**src/ptenc_consts.svh**
```systemverilog
// constants for the tap encoder and nonvolatile timing block
`ifndef PTENC_CONSTS_SVH
`define PTENC_CONSTS_SVH
`define PTENC_CLK_MHZ 200
`define PTENC_TAP_MAX 8'h63
`define PTENC_BLK1_BASE 8'h19
`define PTENC_BLK2_BASE 8'h32
`define PTENC_BLK3_BASE 8'h4B
`define PTENC_BLK1_SUM 8'h51
`define PTENC_BLK2_ADD 8'h0E
`define PTENC_BLK3_SUM 8'hC3
`define PTENC_CLAMP_LOW 8'h00
`define PTENC_CLAMP_HIGH 8'h60
`define PTENC_NVW_TYP_MS 5
`define PTENC_NVW_MAX_MS 10
`define PTENC_PU_MIN_MS 25
`define PTENC_PU_TYP_MS 50
`define PTENC_PU_MAX_MS 75
`define PTENC_SETTLE_MAX_US 200
`define PTENC_US_CYCLES (`PTENC_CLK_MHZ)
`define PTENC_NVW_CYCLES (`PTENC_NVW_TYP_MS * 1000 * `PTENC_US_CYCLES)
`define PTENC_PU_CYCLES (`PTENC_PU_TYP_MS * 1000 * `PTENC_US_CYCLES)
`define PTENC_SETTLE_CYCLES (`PTENC_SETTLE_MAX_US * `PTENC_US_CYCLES)
`define PTENC_SETTLE_CYCLES_MAX 32'd39999
`endif

```
**src/ptenc_pkg.sv**
```systemverilog
// types for the tap encoder and nonvolatile timing block
package ptenc_pkg;
  typedef enum logic [1:0] {PTENC_POWERUP, PTENC_IDLE, PTENC_NVWRITE} ptenc_state_t;
  typedef logic [7:0] ptenc_code_t;
endpackage

```
**src/ptenc_tap_if.sv**
```systemverilog
// carries the tap request and encoded wiper code between encoder and top
`timescale 1ns/1ps
interface ptenc_tap_if;
  logic signed [8:0] tapReq;
  logic clampEn;
  ptenc_pkg::ptenc_code_t code;
  modport enc (input tapReq, input clampEn, output code);
  modport user (output tapReq, output clampEn, input code);
endinterface

```
**src/ptenc_encoder.sv**
```systemverilog
// combinational tap position to wiper code encoder
`timescale 1ns/1ps
`include "ptenc_consts.svh"
module ptenc_encoder (
  ptenc_tap_if.enc tap
);
  logic [7:0] pos;

  assign pos = tap.tapReq[7:0];

  always_comb begin
    if (tap.tapReq < 0) begin
      tap.code = `PTENC_CLAMP_LOW;
    end else if (tap.tapReq > $signed({1'b0, `PTENC_TAP_MAX})) begin
      tap.code = tap.clampEn ? `PTENC_CLAMP_HIGH : `PTENC_CLAMP_LOW;
    end else if (pos >= `PTENC_BLK3_BASE) begin
      tap.code = 8'(`PTENC_BLK3_SUM - pos);
    end else if (pos >= `PTENC_BLK2_BASE) begin
      tap.code = 8'(`PTENC_BLK2_ADD + pos);
    end else if (pos >= `PTENC_BLK1_BASE) begin
      tap.code = 8'(`PTENC_BLK1_SUM - pos);
    end else begin
      tap.code = pos;
    end
  end
endmodule

```
**src/ptenc_top.sv**
```systemverilog
// tap encoder with nonvolatile write and power-up recall timing
`timescale 1ns/1ps
`include "ptenc_consts.svh"
module ptenc_top #(
  parameter int NVW_CYCLES = `PTENC_NVW_CYCLES,
  parameter int PU_CYCLES = `PTENC_PU_CYCLES,
  parameter int SETTLE_CYCLES = `PTENC_SETTLE_CYCLES
) (
  input wire logic clk_sys,
  input wire logic rst_b,
  input wire logic signed [8:0] tapReq,
  input wire logic clampEn,
  input wire logic wiperWrite,
  input wire logic nvWriteStop,
  input wire logic [7:0] storedCode,
  output logic [7:0] wiperCode,
  output logic [7:0] wiperRegister,
  output logic addrAckEnable,
  output logic nvWriteBusy,
  output logic recallDone
);
  ptenc_tap_if tap ();
  ptenc_pkg::ptenc_state_t state;
  logic [31:0] timer;
  logic [31:0] settleCount;
  logic settlePending;
  logic writeSync1;
  logic writeSync;
  logic stopSync1;
  logic stopSync;
  logic stopPrev;

  assign tap.tapReq = tapReq;
  assign tap.clampEn = clampEn;

  ptenc_encoder encoder (
    .tap(tap)
  );

  // ==========================================================
  // pin synchronisers; stop is edge detected only after the second stage
  always_ff @(posedge clk_sys) begin
    if (!rst_b) begin
      writeSync1 <= 1'b0;
      writeSync <= 1'b0;
      stopSync1 <= 1'b0;
      stopSync <= 1'b0;
      stopPrev <= 1'b0;
    end else begin
      writeSync1 <= wiperWrite;
      writeSync <= writeSync1;
      stopSync1 <= nvWriteStop;
      stopSync <= stopSync1;
      stopPrev <= stopSync;
    end
  end

  // ==========================================================
  // sequencer: power-up recall, then idle, then timed writes
  always_ff @(posedge clk_sys) begin
    if (!rst_b) begin
      state <= ptenc_pkg::PTENC_POWERUP;
      timer <= 32'h0;
    end else begin
      case (state)
        ptenc_pkg::PTENC_POWERUP: begin
          if (timer == 32'(PU_CYCLES - 1)) begin
            state <= ptenc_pkg::PTENC_IDLE;
            timer <= 32'h0;
          end else begin
            timer <= timer + 32'h1;
          end
        end
        ptenc_pkg::PTENC_IDLE: begin
          if (stopSync && !stopPrev) begin
            state <= ptenc_pkg::PTENC_NVWRITE;
            timer <= 32'h0;
          end
        end
        ptenc_pkg::PTENC_NVWRITE: begin
          if (timer == 32'(NVW_CYCLES - 1)) begin
            state <= ptenc_pkg::PTENC_IDLE;
            timer <= 32'h0;
          end else begin
            timer <= timer + 32'h1;
          end
        end
        default: begin
          state <= ptenc_pkg::PTENC_POWERUP;
          timer <= 32'h0;
        end
      endcase
    end
  end

  assign nvWriteBusy = (state == ptenc_pkg::PTENC_NVWRITE);
  // a busy device stays silent so the master can poll for completion
  assign addrAckEnable = (state == ptenc_pkg::PTENC_IDLE);
  assign recallDone = (state != ptenc_pkg::PTENC_POWERUP);

  // ==========================================================
  // wiper register and delayed wiper update
  always_ff @(posedge clk_sys) begin
    if (!rst_b) begin
      wiperRegister <= 8'h00;
    end else if (state == ptenc_pkg::PTENC_POWERUP && timer == 32'(PU_CYCLES - 1)) begin
      wiperRegister <= storedCode;
    end else if (writeSync && recallDone) begin
      wiperRegister <= tap.code;
    end
  end

  always_ff @(posedge clk_sys) begin
    if (!rst_b) begin
      wiperCode <= 8'h00;
      settlePending <= 1'b0;
      settleCount <= 32'h0;
    end else if (wiperCode != wiperRegister && !settlePending) begin
      settlePending <= 1'b1;
      settleCount <= 32'h0;
    end else if (settlePending) begin
      if (settleCount >= 32'(SETTLE_CYCLES - 1)) begin
        wiperCode <= wiperRegister;
        settlePending <= 1'b0;
      end else begin
        settleCount <= settleCount + 32'h1;
      end
    end
  end

  // ==========================================================
  // checks
  nv_write_len_a: assert property (@(posedge clk_sys) disable iff (!rst_b)
    $rose(nvWriteBusy) |-> nvWriteBusy [*8]) else $error("write ended early");
  stop_starts_a: assert property (@(posedge clk_sys) disable iff (!rst_b)
    (state == ptenc_pkg::PTENC_IDLE && stopSync && !stopPrev) |=> nvWriteBusy)
    else $error("stop did not start write");
  busy_noack_a: assert property (@(posedge clk_sys) disable iff (!rst_b)
    nvWriteBusy |-> !addrAckEnable) else $error("ack during write");
  recall_wait_a: assert property (@(posedge clk_sys) disable iff (!rst_b)
    (timer < 32'(PU_CYCLES - 1) && !recallDone) |=> !recallDone)
    else $error("recall too soon");
  settle_bound_a: assert property (@(posedge clk_sys) disable iff (!rst_b)
    settlePending |-> settleCount <= 32'(SETTLE_CYCLES)) else $error("wiper late");
  enc_low_a: assert property (@(posedge clk_sys) disable iff (!rst_b)
    (tapReq >= 0 && tapReq < 25) |-> tap.code == tapReq[7:0]) else $error("low map");
  enc_mid_a: assert property (@(posedge clk_sys) disable iff (!rst_b)
    (tapReq >= 25 && tapReq < 50) |-> tap.code == 8'(8'h51 - tapReq[7:0]))
    else $error("second map");
  enc_third_a: assert property (@(posedge clk_sys) disable iff (!rst_b)
    (tapReq >= 50 && tapReq < 75) |-> tap.code == 8'(8'h0E + tapReq[7:0]))
    else $error("third map");
  enc_top_a: assert property (@(posedge clk_sys) disable iff (!rst_b)
    (tapReq >= 75 && tapReq < 100) |-> tap.code == 8'(8'hC3 - tapReq[7:0]))
    else $error("top map");
  enc_clamp_a: assert property (@(posedge clk_sys) disable iff (!rst_b)
    (tapReq > 99 && clampEn) |-> tap.code == 8'h60) else $error("clamp");
  enc_neg_a: assert property (@(posedge clk_sys) disable iff (!rst_b)
    (tapReq < 0) |-> tap.code == 8'h00) else $error("negative clamp");
endmodule

```
**config.mk**
```make
export PLATFORM = sky130hd
export DESIGN_NAME = ptenc_top
export DESIGN_NICKNAME = d
export VERILOG_FILES = /design/src/ptenc_pkg.sv /design/src/ptenc_tap_if.sv /design/src/ptenc_encoder.sv /design/src/ptenc_top.sv
export VERILOG_INCLUDE_DIRS = /design/src
export SDC_FILE = /design/constraint.sdc
export NUM_CORES = 1
export LEC_CHECK = 0
export ABC_AREA = 1
export BUFFER_PORTS_ARGS = -buffer_cell sky130_fd_sc_hd__buf_2
export CAP_MARGIN = 20
export CELL_PAD_IN_SITES_DETAIL_PLACEMENT = 0
export CELL_PAD_IN_SITES_GLOBAL_PLACEMENT = 1
export CORE_ASPECT_RATIO = 0.75
export CORE_MARGIN = 2
export CORE_UTILIZATION = 30
export CTS_BUF_LIST = sky130_fd_sc_hd__clkbuf_4
export DETAILED_ROUTE_END_ITERATION = 10
export PLACE_DENSITY_LB_ADDON = 0.1
export RECOVER_POWER = 100
export SETUP_SLACK_MARGIN = 0.5
export SYNTH_ARGS = -nofsm -noshare
export SYNTH_HDL_FRONTEND = slang
export SYNTH_SLANG_ARGS = --single-unit
```
**constraint.sdc**
```tcl
create_clock -name clk_sys -period 1.7 [get_ports clk_sys]
set_input_delay 0.17 -clock clk_sys [delete_from_list [all_inputs] [get_ports clk_sys]]
set_output_delay 0.17 -clock clk_sys [all_outputs]
set_load 0.02 [all_outputs]
```
==> impl_metrics.csv <==
group,metric,value,unit
job,cap_viol_max_count,0,
pwr,pwr-share-comb,10.3,%
timing,tightest_slew,0.423,ns
global_routing,globalRouteOverflowTotal,0,
route,vias_per_cell,4.65,
placement,io_buffers,40,
critical_path,slowest_stage,"dfxtp_2",
yosys,synth-edff-count,0,
route,dr_wl_met2,8070,um
pwr,leakage,0.00357,uW
die,start_util,30.4,%
layout,nets,1062,
run_status,violations,"negative setup slack",
critical_path,startpoint_type,"flop",
timing,slew_headroom,71.8,%
pwr,swShare,28.1,%
route,antenna_left,0,
pwr,ir_worst_vdd,265,uV
route,top_layer,"met4",
clock_tree,cts_root_buffer,"clkbuf_4",
clock_tree,cts.htree.levels,3,
global_routing,grt_pass1_vias,5750,
route,drc_errors,0,
timing,setup_ws,-0.0293,ns
route,wl_met3,691,um
critical_path,slowest_delay,0.38,ns
die,dieArea,18800,um^2
pwr,power_density,445,nW/um^2
route,routed_wl,18000,um
timing,rsz0062_at_grt,"yes",
route,wl_met1,9110,um
clock_tree,cts_tree,"built",
clock_tree,clk_latency,0.48,ns
placement,place_hpwl,12500,um
die,row_count,42,
pwr,seq_power_share,54.7,%
yosys,ys_ff_latch,88,
clock_tree,cts_buffers,9,
die,boundaryPins,41,
critical_path,cp-end-kind,"flop",
timing,fin_crit_sh,102,%
placement,post-place-ws,-0.107,ns
yosys,avgSynthCellArea,6.33,um^2
run_status,status,"complete, but fails checks",
yosys,synth.distinct_cells,35,
route,drt_pre_antenna_iters,5,
route,dr.first_iter.drc_count,266,
critical_path,path_class,"flop to flop",
critical_path,critical_path_buf_inv_count,1,
die,chipHeight,119,um
layout,multiInputGateArea,3950,um^2
critical_path,cp_cell_sequence,"ha_4 > nand2_4 > nor2_4 > nand4_1 > nor3_2 > nand2_2 > nand2_4 > nand2_8 > clkbuf_16 > nand3_2 > a21oi_2",
global_routing,grt_pass1_wl,29000,um
timing,fmax,578,MHz
critical_path,cp_max_fo,8,
yosys,synth_top_cells_by_area,"dfxtp_1 (33%), nand2_1 (16%), inv_1 (7.6%)",
layout,drive_gt1_share,45.1,%
yosys,synth_nets,871,
min_path,hold_path_class,"input pin to flop",
layout,fillers,1764,
timing,finalMaxSlewViolations,0,
critical_path,cp_top_family,"simple AND/OR/NAND/NOR gates",
pwr,p_switching,1060,uW
yosys,synth_top_area_cell,"dfxtp_1",
global_routing,grt_max_degree,31,
clock_tree,clk_pin_slew_worst_paths,0.16,ns
yosys,ys_seq_area_share,33.1,%
yosys,synth_flop_cell,"dfxtp_1",
global_routing,grt_usage,19.3,%
placement,place_congestion,0.858,
die,dieWidth,158,um
yosys,yosys.area.top_type_share,33.1,%
layout,syn_to_final_growth,60.3,%
yosys,synth_warnings,0,
critical_path,cpMostUsedCell,"nand2_4",
pwr,intPower,2730,uW
yosys,syn_area,5320,um^2
timing,finalCriticalPeriod,1.73,ns
critical_path,crit_arrival,2.08,ns
placement,placed_area,6680,um^2
route,avgRoutedWirePerCell,14.1,um
pwr,clkPwrFrac,35.0,%
clock_tree,cts_sinks,88,
critical_path,required,2.05,ns
global_routing,antenna_found_initial,1,
timing,finalHoldViolCount,0,
die,core,17500,um^2
clock_tree,clockBufferDepth,2,
yosys,syn_inst,840,
timing,skew,0.0247,ns
layout,seqCellArea,1810,um^2
layout,design_area,8520,um^2
layout,utilization,48.7,%
timing,setup_viol,9,
route,dr_total_vias,5944,
yosys,synthArstFlopShare,0,%
[cell usage in the layout (no fill, tap or decap), drive strengths merged, types with 20 or more instances in the layout]
cell	count
nor2	98
buf	200
nand3	66
nor3	31
o21ai	37
a21oi	63
inv	113
xor2	20
dfxtp	88
nand2	235
[logic make-up after synthesis]
| logic type | count (synthesis) | share of synthesized area [%] |
|---|---|---|
| AO/OA/AOI/OAI | 104 | 10.1 |
| AND/OR/NAND/NOR | 467 | 38.5 |
| flip-flops | 88 | 33.1 |
| XOR/XNOR | 31 | 5.11 |
| buffers and inverters | 141 | 11.1 |
| adder cells (fa/ha/maj) | 9 | 2.12 |
[synth_stat cells, types with 2 or more instances]
cell type	number
nand2_1	230
inv_1	108
nor2_1	95
dfxtp_1	88
nand3_1	65
a21oi_1	63
o21ai_0	35
nor3_1	26
xor2_1	20
nand4_1	19
buf_2	14
xnor2_1	11
clkbuf_1	9
ha_1	9
nand3b_1	7
or2_2	7
buf_6	5
nor3_2	5
inv_2	4
nand2_2	3
nor2_2	2
o21ai_1	2
[state kept, by name, indices dropped and copies added, names as in the netlist]
signal         count
settleCount       32
timer             32
wiperCode          8
wiperRegister      8
state              2
settlePending      1
stopPrev           1
stopSync           1
stopSync1          1
writeSync          1
writeSync1         1
[per-stage QoR]
stage          hold WS [ns]  setup TNS (ns)  power [uW]  std cells
2_1_floorplan         0.268               0        2300        840
3_3_place_gp          0.353           -1.91        2430       1193
3_5_place_dp          0.358           -1.98        2430       1193
4_1_cts             0.00262               0        3810       1260
5_1_grt              0.0203           -5.45        3960       1279
6_report             0.0220          -0.110        3790       1279
[cell type report]
type                       count  share of cell area (%)
timing repair buffer         206                    21.5
tap                          242                    3.55
clock inverter                 6                   0.896
inverter                     112                    5.36
clock buffer                  10                   0.881
antenna                        1                  0.0294
timing repair inverter         1                   0.132
sequential                    88                    21.3
multi-input combinational    613                    46.4
[worst reg2reg max path, stage by stage (launching register included)]
cell and delay (ns):
dfxtp_2 0.38, ha_4 0.17, nand2_4 0.06, nor2_4 0.10
nand4_1 0.12, nor3_2 0.18, nand2_2 0.09, nand2_4 0.10
nand2_8 0.09, clkbuf_16 0.20, nand3_2 0.07, a21oi_2 0.05
[what timing repair did]
action | 4_1_cts | 5_1_grt
resized for setup | 177 | 170
hold endpoints to repair | 5 | 0
pin swaps | 34 | 50
setup buffers | 41 | 15
gates cloned | 5 | 3
endpoints found under the setup margin | 102 | 102
hold buffers | 5 | 0
[power by group through the flow]
stage / Combinational, uW / Sequential, uW / Clock [uW]
after floorplan: 177 / 2130 / 0
after global placement: 303 / 2120 / 0
after detailed placement: 306 / 2130 / 0
after CTS: 363 / 2060 / 1390
after global routing: 431 / 2080 / 1450
final: 389 / 2080 / 1330
[path summary, 6_finish.rpt]
kind / start / to / slack, ns / depth (start not counted)
max reg2reg: timer[1]$_SDFFE_PN0P_ / timer[17]$_SDFFE_PN0P_ / -0.03 / 11
min: storedCode[7] / wiperRegister[7]$_SDFFE_PN0P_ / 0.02 / 5
min reg2reg: settleCount[17]$_SDFFE_PP0P_ / settleCount[17]$_SDFFE_PP0P_ / 0.44 / 2
max: timer[1]$_SDFFE_PN0P_ / timer[17]$_SDFFE_PN0P_ / -0.03 / 11
[routing by layer]
layer	track usage (%)	up-vias
li1	-	3062
met1	28.5	2776
met2	29.1	96
met3	3.28	10
met4	4.60	0
met5	0	-
Power figures use the tool's default switching activity.
